## src/dsx_defs.vh

```
// constants for the deep-sleep exit and retention controller
// assumes one 20 MHz clock and a plain strobe register port
// Functional notes
// - exit on por, watchdog, alarm, clear pin, wake
// - wake input exits only on edge to polarity
// - pending interrupts discarded at deep sleep entry
// - wake acts as por, keeps calendar, scratch, flag
// - wake events during por sequence are ignored
// - exit clears arm bit, restarts at reset vector
// - exit flag at bit 10, software clears
// - brown-out in sleep recorded at control bit 1
// - scratch registers retained through wake reset
// - pins held at entry state during sleep
// - held pins ignore new direction and latch
// - release clear hands pins to settings
// - brown-out or por releases pins, drops retention
// - clear pin keeps retained regs and release
// - watchdog enable config bit 7, reset on entry
// - watchdog clock bit 4, postscaler bits 3:0
// - calendar clock select at config bit 5
// - watchdog source clock started automatically
// - arm cleared if no power save in four cycles
// - setting arm clears every wake-source flag
// - release one holds oscillator, and pins except after a clear-pin wake
`ifndef DSX_DEFS_VH
`define DSX_DEFS_VH
`define DSX_A_CTRL      4'h0
`define DSX_A_WAKE      4'h1
`define DSX_A_RST       4'h2
`define DSX_A_GPR0      4'h3
`define DSX_A_GPR1      4'h4
`define DSX_A_CFG       4'h5
`define DSX_A_DIR       4'h6
`define DSX_A_LAT       4'h7
`define DSX_A_CMD       4'h8
`define DSX_A_STAT      4'h9
`define DSX_B_ARM       15
`define DSX_B_BOR       1
`define DSX_B_REL       0
`define DSX_B_EXIT      10
`define DSX_B_POR       0
`define DSX_W_WAKE      8
`define DSX_W_FLT       7
`define DSX_W_WDT       4
`define DSX_W_RTC       3
`define DSX_W_MASTER_CLEAR_PIN      2
`define DSX_W_POR       0
`define DSX_C_WDTEN     7
`define DSX_C_CALENDAR_CLOCK_SELECT    5
`define DSX_C_WDTOSC    4
`define DSX_C_CFGRST    8'h00
`define DSX_ARM_WIN     3
`define DSX_POR_NS      1000
`define DSX_POR_CYC     ((`DSX_POR_NS + 49) / 50)
`define DSX_WDT_BASE    42000
`endif

```

## src/dsx_ctrl.v

```verilog
// deep-sleep entry, wake, reset sequence and pin/register retention
// assumes pin and oscillator inputs are asynchronous; bus is on sys_clk
//
// The placing of the registers and strobed register access were chosen for this implementation.
`include "dsx_defs.vh"
module dsx_ctrl #(
   parameter NPIN     = 8,
   parameter WDT_BASE = `DSX_WDT_BASE
) (
   sys_clk,
   arst_n,
   bus_addr,
   bus_wdata,
   bus_wr,
   bus_rd,
   bus_rdata,
   power_save,
   irq_pending,
   irq_discard,
   sleeping,
   cpu_reset,
   secondary_oscillator_run,
   low_power_rc_clock_run,
   secondary_oscillator_enable,
   calendar_alarm,
   master_clear_n,
   external_wake_input,
   wake_polarity,
   wake_enable,
   brownout_event,
   supply_por,
   calendar_enable,
   pin_out,
   pin_oe
);
   input  wire              sys_clk;
   input  wire              arst_n;
   input  wire [3:0]        bus_addr;
   input  wire [15:0]       bus_wdata;
   input  wire              bus_wr;
   input  wire              bus_rd;
   output reg  [15:0]       bus_rdata;
   input  wire              power_save;
   input  wire              irq_pending;
   output wire              irq_discard;
   output wire              sleeping;
   output wire              cpu_reset;
   output wire              secondary_oscillator_run;
   output wire              low_power_rc_clock_run;
   output wire              secondary_oscillator_enable;
   input  wire              calendar_alarm;
   input  wire              master_clear_n;
   input  wire              external_wake_input;
   input  wire              wake_polarity;
   input  wire              wake_enable;
   input  wire              brownout_event;
   input  wire              supply_por;
   input  wire              calendar_enable;
   output wire [NPIN-1:0]   pin_out;
   output wire [NPIN-1:0]   pin_oe;

   localparam ST_RUN   = 2'd0;
   localparam ST_SLEEP = 2'd1;
   localparam ST_POR   = 2'd2;
   localparam ST_DEF   = 2'd3;

   // async inputs through two flops
   localparam NS = 6;
   wire [NS-1:0] raw_in = {calendar_alarm, master_clear_n, external_wake_input,
                           brownout_event, supply_por, secondary_oscillator_enable};
   reg  [NS-1:0] sy1_r;
   reg  [NS-1:0] sy2_r;
   always @(posedge sys_clk or negedge arst_n) begin
      if (!arst_n) begin
         // clear pin idles high, so no false clear follows reset
         sy1_r <= 6'h10;
         sy2_r <= 6'h10;
      end else begin
         sy1_r <= raw_in;
         sy2_r <= sy1_r;
      end
   end
   wire s_alarm = sy2_r[5];
   wire s_master_clear_pin  = ~sy2_r[4];
   wire s_wake  = sy2_r[3];
   wire s_bor   = sy2_r[2];
   wire s_por   = sy2_r[1];

   reg  [1:0]        st_r;
   reg  [1:0]        st_nxt;
   reg               arm_r;
   reg  [1:0]        arm_cnt_r;
   reg               bor_r;
   reg               rel_r;
   reg               exit_r;
   reg               porf_r;
   reg  [8:0]        wake_r;
   reg  [15:0]       gpr0_r;
   reg  [15:0]       gpr1_r;
   reg  [7:0]        cfg_r;
   reg  [NPIN-1:0]   dir_r;
   reg  [NPIN-1:0]   lat_r;
   reg  [NPIN-1:0]   hdir_r;
   reg  [NPIN-1:0]   hlat_r;
   reg               secondary_oscillator_en_r;
   reg               hsosc_r;
   reg               wake_prev_r;
   reg               wake_armed_r;
   reg               master_clear_pin_sleep_r;
   reg  [15:0]       por_cnt_r;
   reg  [47:0]       wdt_cnt_r;
   reg               wdt_clk_ok_r;

   wire wr_ctrl = bus_wr && (bus_addr == `DSX_A_CTRL);
   wire arm_set = wr_ctrl && bus_wdata[`DSX_B_ARM] && !arm_r;
   wire enter   = (st_r == ST_RUN) && power_save && arm_r;
   wire wdt_en  = cfg_r[`DSX_C_WDTEN];
   wire [47:0] wdt_limit = (48'd1 << cfg_r[3:0]) * WDT_BASE;
   wire wdt_to  = wdt_en && wdt_clk_ok_r && (wdt_cnt_r >= wdt_limit);
   wire wake_hit = wake_armed_r && (s_wake == wake_polarity) && (wake_prev_r != wake_polarity);
   wire alarm_hit = s_alarm && calendar_enable;
   wire any_exit = s_por || wdt_to || alarm_hit || s_master_clear_pin || wake_hit || (s_bor && cfg_r[6]);
   wire lost     = s_por || (s_bor && cfg_r[6]);

   always @* begin
      case (st_r)
         ST_RUN:   st_nxt = enter ? ST_SLEEP : ST_RUN;
         ST_SLEEP: st_nxt = any_exit ? ST_POR : ST_SLEEP;
         ST_POR:   st_nxt = (por_cnt_r == `DSX_POR_CYC) ? ST_RUN : ST_POR;
         default:  st_nxt = ST_RUN;
      endcase
   end

   always @(posedge sys_clk or negedge arst_n) begin
      if (!arst_n) begin
         st_r <= ST_RUN;
         arm_r <= 1'b0;
         arm_cnt_r <= 2'd0;
         bor_r <= 1'b0;
         rel_r <= 1'b0;
         exit_r <= 1'b0;
         porf_r <= 1'b1;
         wake_r <= 9'h000;
         gpr0_r <= 16'h0000;
         gpr1_r <= 16'h0000;
         cfg_r <= `DSX_C_CFGRST;
         dir_r <= {NPIN{1'b1}};
         lat_r <= {NPIN{1'b0}};
         hdir_r <= {NPIN{1'b1}};
         hlat_r <= {NPIN{1'b0}};
         secondary_oscillator_en_r <= 1'b0;
         hsosc_r <= 1'b0;
         wake_prev_r <= 1'b0;
         wake_armed_r <= 1'b0;
         master_clear_pin_sleep_r <= 1'b0;
         por_cnt_r <= 16'h0000;
         wdt_cnt_r <= 48'h0;
         wdt_clk_ok_r <= 1'b0;
      end else begin
         st_r <= st_nxt;
         wake_prev_r <= s_wake;
         por_cnt_r <= (st_r == ST_POR) ? por_cnt_r + 16'h0001 : 16'h0000;
         // arm window counts cycles after the set
         if (arm_set) begin
            arm_r <= 1'b1;
            arm_cnt_r <= 2'd0;
            wake_r <= 9'h000;
         end else if (arm_r && st_r == ST_RUN && !enter) begin
            if (arm_cnt_r == `DSX_ARM_WIN) arm_r <= 1'b0;
            else arm_cnt_r <= arm_cnt_r + 2'd1;
         end
         if (enter) begin
            hdir_r <= dir_r;
            hlat_r <= lat_r;
            hsosc_r <= secondary_oscillator_en_r;
            rel_r <= 1'b1;
            wake_armed_r <= wake_enable;
            master_clear_pin_sleep_r <= 1'b0;
            wdt_cnt_r <= 48'h0;
            wdt_clk_ok_r <= 1'b0;
            bor_r <= 1'b0;
         end
         if (st_r == ST_SLEEP) begin
            wdt_clk_ok_r <= 1'b1;
            if (wdt_en && wdt_clk_ok_r) wdt_cnt_r <= wdt_cnt_r + 48'h1;
            if (s_bor) bor_r <= 1'b1;
            // each cause sticky on its own bit
            if (wake_hit) wake_r[`DSX_W_WAKE] <= 1'b1;
            if (wdt_to) wake_r[`DSX_W_WDT] <= 1'b1;
            if (alarm_hit) wake_r[`DSX_W_RTC] <= 1'b1;
            if (s_master_clear_pin) begin
               wake_r[`DSX_W_MASTER_CLEAR_PIN] <= 1'b1;
               master_clear_pin_sleep_r <= 1'b1;
            end
            if (s_por) wake_r[`DSX_W_POR] <= 1'b1;
         end
         if (st_r == ST_SLEEP && any_exit) begin
            arm_r <= 1'b0;
            exit_r <= 1'b1;
            // por-like reset of ordinary registers; scratch kept except on a por or brown-out exit
            dir_r <= {NPIN{1'b1}};
            lat_r <= {NPIN{1'b0}};
            secondary_oscillator_en_r <= 1'b0;
            porf_r <= 1'b1;
            if (lost) begin
               rel_r <= 1'b0;
               gpr0_r <= 16'h0000;
               gpr1_r <= 16'h0000;
            end
         end
         // register writes; wake flags are hardware-set only, software may clear
         if (bus_wr && st_r == ST_RUN) begin
            case (bus_addr)
               `DSX_A_CTRL: if (!bus_wdata[`DSX_B_REL]) rel_r <= 1'b0;
               `DSX_A_WAKE: if (!arm_set) wake_r <= wake_r & bus_wdata[8:0];
               `DSX_A_RST: begin
                  if (!bus_wdata[`DSX_B_EXIT]) exit_r <= 1'b0;
                  if (!bus_wdata[`DSX_B_POR]) porf_r <= 1'b0;
               end
               `DSX_A_GPR0: gpr0_r <= bus_wdata;
               `DSX_A_GPR1: gpr1_r <= bus_wdata;
               `DSX_A_CFG: cfg_r <= bus_wdata[7:0];
               `DSX_A_DIR: dir_r <= bus_wdata[NPIN-1:0];
               `DSX_A_LAT: lat_r <= bus_wdata[NPIN-1:0];
               `DSX_A_CMD: secondary_oscillator_en_r <= bus_wdata[0];
               default: ;
            endcase
         end
      end
   end

   // events during por sequence never reach flags since they gate on sleep state
   assign cpu_reset   = (st_r == ST_POR) || (st_r == ST_SLEEP);
   assign sleeping    = (st_r == ST_SLEEP);
   assign irq_discard = enter;

   // pins follow held state while release is set, except after a clear-pin wake, when they sit in reset state
   genvar g;
   generate
      for (g = 0; g < NPIN; g = g + 1) begin : pin_g
         // after a clear-pin wake the pins sit in reset state until release
         wire master_clear_pin_g = rel_r && master_clear_pin_sleep_r && st_r == ST_RUN;
         wire hold_g = rel_r && !master_clear_pin_g;
         assign pin_oe[g]  = master_clear_pin_g ? 1'b0 : (hold_g ? ~hdir_r[g] : ~dir_r[g]);
         assign pin_out[g] = master_clear_pin_g ? 1'b0 : (hold_g ? hlat_r[g] : lat_r[g]);
      end
   endgenerate

   assign secondary_oscillator_enable = rel_r ? hsosc_r : secondary_oscillator_en_r;
   wire sel_osc_wdt = cfg_r[`DSX_C_WDTOSC];
   wire sel_osc_rtc = cfg_r[`DSX_C_CALENDAR_CLOCK_SELECT];
   assign secondary_oscillator_run = secondary_oscillator_enable || (sleeping && wdt_en && sel_osc_wdt) || sel_osc_rtc;
   assign low_power_rc_clock_run = (sleeping && wdt_en && !sel_osc_wdt) || !sel_osc_rtc;

   always @(posedge sys_clk or negedge arst_n) begin
      if (!arst_n) begin
         bus_rdata <= 16'h0000;
      end else if (bus_rd) begin
         case (bus_addr)
            `DSX_A_CTRL: bus_rdata <= {arm_r, 13'h0000, bor_r, rel_r};
            `DSX_A_WAKE: bus_rdata <= {7'h00, wake_r};
            `DSX_A_RST:  bus_rdata <= {5'h00, exit_r, 9'h000, porf_r};
            `DSX_A_GPR0: bus_rdata <= gpr0_r;
            `DSX_A_GPR1: bus_rdata <= gpr1_r;
            `DSX_A_CFG:  bus_rdata <= {8'h00, cfg_r};
            `DSX_A_DIR:  bus_rdata <= {{(16-NPIN){1'b0}}, dir_r};
            `DSX_A_LAT:  bus_rdata <= {{(16-NPIN){1'b0}}, lat_r};
            `DSX_A_CMD:  bus_rdata <= {15'h0000, secondary_oscillator_en_r};
            `DSX_A_STAT: bus_rdata <= {14'h0000, st_r};
            default:     bus_rdata <= 16'h0000;
         endcase
      end else begin
         bus_rdata <= 16'h0000;
      end
   end
endmodule

```

## config.mk

```make
export PLATFORM = sky130hd
export DESIGN_NAME = dsx_ctrl
export DESIGN_NICKNAME = d
export VERILOG_FILES = /design/src/dsx_ctrl.v
export VERILOG_INCLUDE_DIRS = /design/src
export SDC_FILE = /design/constraint.sdc
export NUM_CORES = 1
export LEC_CHECK = 0
export ABC_AREA = 1
export BUFFER_PORTS_ARGS = -buffer_cell sky130_fd_sc_hd__buf_2
export CORE_MARGIN = 1.5
export CORE_UTILIZATION = 55
export CTS_CLUSTER_DIAMETER = 60
export DETAILED_ROUTE_END_ITERATION = 7
export PLACE_DENSITY = 0.71
export SYNTH_ARGS = -nofsm -noshare
export SYNTH_HDL_FRONTEND = slang
export SYNTH_SLANG_ARGS = --single-unit
export TNS_END_PERCENT = 50
```

## constraint.sdc

```tcl
create_clock -name sys_clk -period 6.95 [get_ports sys_clk]
set_input_delay 0.3475 -clock sys_clk [delete_from_list [all_inputs] [get_ports sys_clk]]
set_output_delay 0.3475 -clock sys_clk [all_outputs]
set_load 0.02 [all_outputs]
```

**Word-level counts from Yosys, hierarchy flattened**

Cells that the tools add are included.

- Shifts and indexed selects: 1
- Multipliers: 1
- $lt $le $gt $ge: 1
- Reduce and logical (&&, ||, !) cells: 45
- Div/mod/pow operators: 0
- Mux-type cells: 101
- Bitwise gates (word level): 18
- Equal/unequal tests: 16
- Add/sub/neg operators: 3

Operators by type and width:

| cell | count |
|---|---|
| 16-bit 2-to-1 mux | 10 |
| 16-bit one-hot mux with 10 select lines | 1 |
| 48-bit 2-to-1 mux | 3 |
| 1-bit 2-to-1 mux | 70 |
| 48-bit by 1-bit adder with 48-bit output (second input constant) | 1 |
| 48-bit greater-or-equal comparator | 1 |
| 48-bit by 12-bit multiplier with 44-bit output (second input constant) | 1 |
| 8-bit 2-to-1 mux | 6 |
| 1-bit by 4-bit << shifter with 48-bit output (first input constant) | 1 |
| 9-bit 2-to-1 mux | 4 |
| 1-bit logical AND | 21 |
| 1-bit NOT | 17 |
| 16-bit by 1-bit adder with 16-bit output (second input constant) | 1 |
| 16-bit by 5-bit equality test with 1-bit output (second input constant) | 1 |
| 4-bit by 3-bit equality test with 1-bit output (second input constant) | 4 |
| 1-bit logical OR | 10 |
| 2-bit 2-to-1 mux | 5 |
| 9-bit bitwise AND | 1 |
| 4-bit by 2-bit equality test with 1-bit output (second input constant) | 2 |
| 4-bit equality test (second input constant) | 2 |
| 2-bit one-hot mux with 3 select lines | 1 |
| 2-bit AND reduction | 3 |
| 3-bit nonzero test | 2 |
| 1-bit zero test | 5 |
| 11 further kinds | 13 |

- Input bits: 34
- Bits in read-only memories: 0
- Flip-flop bits (word level): 188
- Output and inout port bits: 38
- Memories kept: 0
- Bits in latches: 0
- Bits in writable memories: 0

**Longest topological paths before layout**

Gate-level depths: netlist of the first run.

- Word-level depth: 14
- Depth in mapped cells: 34
- Depth with buffers taken out: 33

**Least setup slack after synthesis of the first run**

OpenSTA, ideal clock, no wires.

- Path type: reg-to-reg
- Start: reg cfg_r[3]
- End: reg gpr0_r[10]
- Path slack: 1.150 ns
- Clock period less this slack: 5.800 ns
- Arrival time: 5.685 ns
- Stages on the path, launching flop included: 31
- Data required time: 6.835 ns
- Path through: dfrtp_1 buf_2 inv_1 clkbuf_1 nor4_1 fa_1 ha_1 fa_1 ha_1 ha_1 a21oi_1 a21boi_0 o21ai_0 a21oi_1 o21bai_1 nand3_1 nand2_1 xor2_1 ha_1 nand2_1 nor4_1 nand3_1 nor2_1 nand2_1 nand2_2 nand2_4 nand2_4 nand3_4 buf_12 nand2_2 nand2_2

- Word-level cells in the longest chain between the ends: 13

RTL lines:

| what | RTL line | RTL |
|---|---|---|
| start, declared | dsx_ctrl.v:100 | `reg [7:0] cfg_r;` |
| start signal, assigned | dsx_ctrl.v:146 | `` cfg_r <= `DSX_C_CFGRST; `` |
| start signal, assigned | dsx_ctrl.v:222 | `` `DSX_A_CFG: cfg_r <= bus_wdata[7:0]; `` |
| 1-bit by 4-bit << shifter with 48-bit output (*) | dsx_ctrl.v:118 | `wire [47:0] wdt_limit = (48'd1 << cfg_r[3:0]) * WDT_BASE;` |
| 48-bit by 12-bit multiplier with 44-bit output (*) | dsx_ctrl.v:118 |  |
| 48-bit greater-or-equal comparator (*) | dsx_ctrl.v:119 | `wire wdt_to = wdt_en && wdt_clk_ok_r && (wdt_cnt_r >= wdt_limit);` |
| 1-bit logical AND (*) | dsx_ctrl.v:119 |  |
| 1-bit logical OR (*) (5 in a row) | dsx_ctrl.v:122 | `wire any_exit = s_por \|\| wdt_to \|\| alarm_hit \|\| s_master_clear_pin \|\| wake_hit \|\| (s_bor && cfg_r[6]);` |
| 1-bit logical AND (*) | dsx_ctrl.v:197 | `if (st_r == ST_SLEEP && any_exit) begin` |
| 16-bit 2-to-1 mux (*) | dsx_ctrl.v:197 |  |
| 16-bit 2-to-1 mux | dsx_ctrl.v:213 | `case (bus_addr)` |
| 16-bit 2-to-1 mux (*) | dsx_ctrl.v:212 | `if (bus_wr && st_r == ST_RUN) begin` |
| end signal, assigned | dsx_ctrl.v:220 | `` `DSX_A_GPR0: gpr0_r <= bus_wdata; `` |
| end, declared | dsx_ctrl.v:98 | `reg [15:0] gpr0_r;` |

Every way passes the cells marked *; elsewhere a longest branch is shown, timed or not.
A chain may end at the register's enable or synchronous reset.

**Worst setup path in the final report of the first run**

- Start: reg cfg_r[1]
- End: reg gpr1_r[15]

- Word-level cells in the longest chain between the ends: 13

RTL lines:

| what | RTL line | RTL |
|---|---|---|
| 1-bit by 4-bit << shifter with 48-bit output (*) | dsx_ctrl.v:118 |  |
| 48-bit by 12-bit multiplier with 44-bit output (*) | dsx_ctrl.v:118 |  |
| 48-bit greater-or-equal comparator (*) | dsx_ctrl.v:119 |  |
| 1-bit logical AND (*) | dsx_ctrl.v:119 |  |
| 1-bit logical OR (*) (5 in a row) | dsx_ctrl.v:122 |  |
| 1-bit logical AND (*) | dsx_ctrl.v:197 |  |
| 16-bit 2-to-1 mux (*) | dsx_ctrl.v:197 |  |
| 16-bit 2-to-1 mux | dsx_ctrl.v:213 |  |
| 16-bit 2-to-1 mux (*) | dsx_ctrl.v:212 |  |
| end signal, assigned | dsx_ctrl.v:221 | `` `DSX_A_GPR1: gpr1_r <= bus_wdata; `` |
| end, declared | dsx_ctrl.v:99 | `reg [15:0] gpr1_r;` |

Marked as above.

==> run metrics, run 1 <==
final worst path period share 0.945; CP max FO 33; GP Congestion 0.922; Slew HR 0.383; first-pass GRT wire length 50900 um; nets 1839; slowest cell on the critical path dfrtp_1; I/O Buffers 70; Starting Density 0.566; Post-Synthesis Cells 1584; Die Height 154 um; setup violators final 0; Area Overhead vs Synth 10.1%; Worst-Skew Late Latency 0.45 ns; fin crit period 6.57 ns; initial antenna violation count 0; CTS tree done; via count 10826; Synth top cells by count nand2_1, inv_1, dfrtp_1; status finished, final reports clean; CTS buffer count 17; post-route total power 4.74 mW; crit end category flip-flop; fin. max-slew vios 0; RSZ-0062 raised after global routing false; pin count of the biggest net entering global routing 114; r2r worst-path depth 30; Static Leak 7.15 nW; filler cell count 2007; Clock transition at path regs 0.07 ns; VDD IR max 0.219 mV; final wirelength 30500 um; Cell Area, Synth 12500 sq um; io pins 72; Worst Setup SP cfg_r[1]; CTS HTree Levels 4; Final ANT Viol Nets 0; Multi-input gate area 6780 sq um; area of the core 22100 sq um; sequential fraction of the synthesis area 0.374; Die Area 23600 sq um; post-synth top area share 0.334; Non-Filler Instances 1952; Worst Skew 0.0235 ns; Register Area 4680 sq um; sum of negative setup slack 0 ns; synth top area cells dfrtp_1, ha_1, nand2_1; # DRC 0; Placed Cells 1918; FF+latch count, synth 186; RR Endpoint gpr1_r[15]; Synth cell types 55; WHS 0.00964 ns; maxcap violations 0; Fin. Hold Viols 0; Tot GR Track Use 0.267; internal reg-to-reg setup slack 0.38 ns; routed vias/inst 5.55; Critical Path AT 6.89 ns; syn_area_per_cell 7.89 sq um; GR Overflow Total 0; Post-CTS Setup Bufs 0; clk sinks 186; last element of the critical path gpr1_r[15]; CP startpoint kind flip-flop; layout cells sized above 1 0.122; cell area power density 344 nW/um^2; asr flop ratio synth 1.00; Post-synth EDFFs 0; Required @ worst endpoint 7.28 ns; Max Freq 0.152 GHz; drt wl/cell 15.6 um; DP Area 13100 sq um; delay of the slowest cell on the worst path 0.47 ns; Max Buffers Root-to-Sink 2; worst r2r src cfg_r[1]; worst hold path type in -> reg; Tightest Pin Transition 0.926 ns; Pre-Repair DR Iteration Count 5; hpwl dp 22800 um; vias in the first global route 10364; row count 54; number of diodes 0; Ys Warns 0; count leader, synth nand2_1; root buf cell clkbuf_16; Crit Path Class reg -> reg; initial drt markers 769; Final Cell Area 13800 sq um; prevailing post-synth register cell dfrtp_1; die width 154 um; area leader, netlist dfrtp_1
-- cell families (layout without fill, tap and decap cells) --
logic type	Yosys count	after routing	share of synthesized area
simple gates	683	683	0.244
compound gates	277	277	0.123
buf+inv	266	352	0.0848
flops	186	186	0.374
fa+ha+maj	146	146	0.156
xor+xnor	22	22	0.0154
other cells	2	4	0.000601
mux	2	2	0.00170
-- per-layer routing --
layer | vias to the layer above | track usage | share of wire
met1 | 5102 | 0.384 | 0.48
met4 | 0 | 0.0666 | 0.013
li1 | 5396 | - | -
met2 | 296 | 0.427 | 0.46
met3 | 32 | 0.0383 | 0.050
met5 | - | 0 | 0
-- sequential cells by signal, summed over array words and instances (netlist names), 5 cells and up --
| signal | flops |
|---|---|
| wdt_cnt_r | 48 |
| gpr1_r | 16 |
| lat_r | 8 |
| dir_r | 8 |
| hlat_r | 8 |
| cfg_r | 8 |
| sy2_r | 5 |
| hdir_r | 8 |
| gpr0_r | 16 |
| sy1_r | 5 |
| por_cnt_r | 16 |
| wake_r | 9 |
| bus_rdata | 16 |
-- layout make-up --
type,count,area share
Clock buffer,19,0.0330
Clock inverter,13,0.0103
Inverter,235,0.0641
Multi-Input combinational cell,1134,0.493
Sequential cell,186,0.340
Tap cell,280,0.0254
Timing Repair Buffer,85,0.0349
-- worst min path at each step --
stage,startpoint,to,cells past startpoint
after global placement,sy1_r[5],sy2_r[5],0
after detailed placement,sy1_r[3],sy2_r[3],0
after global routing,supply_por,sy1_r[1],1
after floorplan,arst_n,arm_cnt_r[0],0
final,brownout_event,sy1_r[2],1
after CTS,brownout_event,sy1_r[2],1
-- worst max-delay path: cells and delay by family (launching register included) --
| family | cells | cell delay [ns] |
|---|---|---|
| XOR/XNOR | 1 | 0.15 |
| flip-flops | 1 | 0.47 |
| AO/OA/AOI/OAI | 5 | 0.90 |
| AND/OR/NAND/NOR | 15 | 1.99 |
| buffers and inverters | 2 | 0.41 |
| adder cells (fa/ha/maj) | 7 | 2.51 |
-- where the power goes --
part | total, mW | switching [mW] | internal [mW]
sequential | 1.68 | 0.270 | 1.41
combinational | 2.07 | 1.31 | 0.759
clock | 0.982 | 0.479 | 0.503
total | 4.74 | 2.06 | 2.67
-- per-stage QoR --
stage / setup slack (ns) / utilization
floorplan: 1.15 / -
global route: 0.0273 / 0.623
CTS: 0.380 / 0.622
detailed placement: 0.425 / 0.595
global placement: 0.518 / 0.595
finish: 0.383 / 0.623
-- cells in the final DEF, fill, tap and decap left out, types with 12 or more instances in the layout --
cell	Yosys	layout
xor2_1	15	15
buf_4	1	12
nor3_1	43	43
o21ai_0	100	100
nand2_2	42	41
nor4_1	12	12
clkbuf_16	0	18
dfstp_2	19	19
ha_1	129	129
buf_2	5	69
nand2_1	333	333
dfrtp_1	167	167
o22ai_1	21	21
a21oi_1	100	100
inv_1	226	226
nor2_1	112	110
fa_1	17	17
nand4_1	24	24
nand3_1	92	92
-- timing repair --
action,4_1_cts,5_1_grt
hold endpoints to repair,1,1
gates resized for setup,0,4
endpoints found under the setup margin,0,53
hold buffers,1,1
Note: power is estimated with default switching activity, not from simulation.
==> run 2, diff against run 1 <==
--- a/config.mk
+++ b/config.mk
@@ -6,9 +6,7 @@
 export SDC_FILE = /design/constraint.sdc
 export NUM_CORES = 1
 export LEC_CHECK = 0
-export ABC_AREA = 1
 export BUFFER_PORTS_ARGS = -buffer_cell sky130_fd_sc_hd__buf_2
-export CORE_MARGIN = 1.5
 export CORE_UTILIZATION = 55
 export CTS_CLUSTER_DIAMETER = 60
 export DETAILED_ROUTE_END_ITERATION = 7
==> run metrics, run 2 <==
Max Buffers Root-to-Sink 2; Synth Area in XOR/XNOR 0.0204; setup violators final 0; most frequent cells in the layout dfrtp_1, nand2_1, ha_1; filler cell count 1722; internal cell power 2.64 mW; routed vias/inst 6.08; max FFs per register 48; CTS buffer count 17; Cell Area, Synth 11600 sq um; setup ws final 0.419 ns; net switching power 1.77 mW; asr flop ratio synth 1.00; fin. max-slew vios 0; WHS -0.0402 ns; nets 1436; FF+latch count, synth 186; Worst-Skew Late Latency 0.45 ns; count leader, synth dfrtp_1; I/O Buffers 70; final worst path period share 0.940; DP Area 12200 sq um; Ys Warns 0; failing checks negative hold slack; GP Congestion 0.963; main combinational cell family by area after synthesis simple AND/OR/NAND/NOR gates; Max Freq 0.153 GHz; via count 9355; crit end category flip-flop; Synth top cells by count dfrtp_1, nand2_1, ha_1; Placed Cells 1503; Synth cell types 71; CTS tree done; hpwl dp 19900 um; Crit Path Class reg -> reg; CP max FO 21; initial drt markers 683; syn_area_per_cell 9.73 sq um; cell area power density 342 nW/um^2; post-route total power 4.41 mW; Final ANT Viol Nets 0; Required @ worst endpoint 7.28 ns; Clock transition at path regs 0.08 ns; Non-Filler Instances 1539; sum of negative setup slack 0 ns; prevailing post-synth register cell dfrtp_1; Area Overhead vs Synth 11.6%; CP startpoint kind flip-flop; Pre-Repair DR Iteration Count 6; status finished, violations left; Critical Path AT 6.86 ns; worst hold path type in -> async; simple-gate share of the synthesized area 0.171; Die Height 147 um; sequential cell fraction of total power 0.405; Starting Density 0.566; final core utilization 0.632; Top reg by flops wdt_cnt_r; GR Overflow Total 0; drt wl/cell 18.2 um; setup slack after placement 0.327 ns; post-synth top area share 0.361; Die Area 21600 sq um; number of diodes 0; clk sinks 186; first-pass GRT wire length 46000 um; Post-Synthesis Cells 1189; area leader, netlist dfrtp_1; VDD IR max 0.208 mV; io pins 72; # DRC 0; Final Cell Area 12900 sq um; final wirelength 28000 um; sequential fraction of the synthesis area 0.404; Post-synth EDFFs 0; Fin. Hold Viols 6; area of the core 20400 sq um; Tightest Pin Transition 1.15 ns; die width 147 um; row count 52; Tot GR Track Use 0.269; root buf cell clkbuf_16; Sw Share 0.402; Comb pwr share 0.367; pin count of the biggest net entering global routing 105; synth top area cells dfrtp_1, ha_1, nand2_1; Adder-Cell Fraction of Synth Area 0.170; initial antenna violation count 0; CTS HTree Levels 4; mux share of post-synthesis cell area 0.0290; maxcap violations 0; complex-gate fraction of the synthesized area 0.168; fin crit period 6.53 ns; Worst Skew 0.0224 ns; Clk pwr share 0.228; most common cell after layout, fill and taps aside dfrtp_1; layout cells sized above 1 0.137; vias in the first global route 9083; Static Leak 6.44 nW; Slew HR 0.232; RSZ-0062 raised after global routing false
==> run 2: cell types whose count changed in the layout (fill, tap and decap cells not counted), sizes merged, moves of 11 or more <==
cell / change
a22o: +39
nand2: -238
a21oi: -43
o21ai: -35
inv: -173
mux2i: +19
nor3: -26
nand3: -49
o31ai: +18
nor2: -45
nand2b: +21
mux2: +11
nor2b: +11
==> run 2: worst max-delay path, stage by stage (launching register included) <==
cell       delay, ns
dfrtp_2         0.49
nor2_1          0.19
nand3_1         0.20
inv_1           0.10
ha_1            0.24
fa_1            0.46
ha_1            0.32
fa_1            0.47
ha_1            0.31
ha_1            0.36
a211o_1         0.31
a2bb2oi_1       0.17
a311o_1         0.44
a21oi_1         0.23
o2bb2ai_1       0.20
xor2_1          0.21
ha_1            0.26
nand4_1         0.16
inv_1           0.06
a22oi_1         0.20
nand4b_1        0.23
a21oi_2         0.24
a21oi_2         0.09
buf_12          0.18
o31ai_1         0.27
==> run 2: routing by layer <==
layer,track usage,vias up,share of wire
met3,0.0379,36,0.046
met2,0.448,282,0.49
li1,-,4450,-
met4,0.0773,0,0.016
met1,0.366,4587,0.45
met5,0,-,0
==> run 2: power by group through the flow <==
stage | clock (mW) | combinational (mW) | sequential [mW]
CTS | 1.02 | 1.63 | 1.78
global placement | 0 | 1.56 | 1.78
finish | 1.01 | 1.62 | 1.79
detailed placement | 0 | 1.61 | 1.79
global route | 1.06 | 1.84 | 1.83
floorplan | 0 | 1.23 | 1.66
==> run 2: kinds of logic (layout without fill, tap and decap cells) <==
logic type               Yosys count  in the layout
AO/OA/AOI/OAI                    288            288
buffers and inverters            108            186
adder cells (fa/ha/maj)          147            147
multiplexers                      32             32
flip-flops                       186            186
other                              2              4
XOR/XNOR                          27             27
AND/OR/NAND/NOR                  399            399
==> run 2: path summary, 6_finish.rpt <==
| check | startpoint | end | slack, ns | cells after the start |
|---|---|---|---|---|
| max in group asynchronous | arst_n | gpr0_r[6] | 5.48 | 2 |
| worst min-delay path | arst_n | wdt_cnt_r[40] | -0.04 | 1 |
| min in group sys_clk | supply_por | sy1_r[1] | 0.01 | 1 |
| worst max-delay path | cfg_r[3] | lat_r[0] | 0.42 | 24 |
| worst min register to register | sy1_r[3] | sy2_r[3] | 0.35 | 0 |
| worst max register to register | cfg_r[3] | lat_r[0] | 0.42 | 24 |
==> run 2: layout make-up <==
cell class | count | area (sq um) | area share
well taps | 270 | 338 | 0.0262
repair buffers | 91 | 539 | 0.0418
clock buffers | 18 | 450 | 0.0349
flip-flops and latches | 186 | 4680 | 0.363
inverters | 63 | 236 | 0.0183
multi-input cells | 897 | 6500 | 0.503
clock inverters | 14 | 171 | 0.0133
==> run 2: what timing repair did <==
| action | CTS | global route |
|---|---|---|
| buffers inserted | 0 | 0 |
| hold endpoints to repair | 3 | 1 |
| gates resized for setup | 0 | 7 |
| hold buffers | 3 | 1 |
| setup endpoints to repair | 0 | 16 |
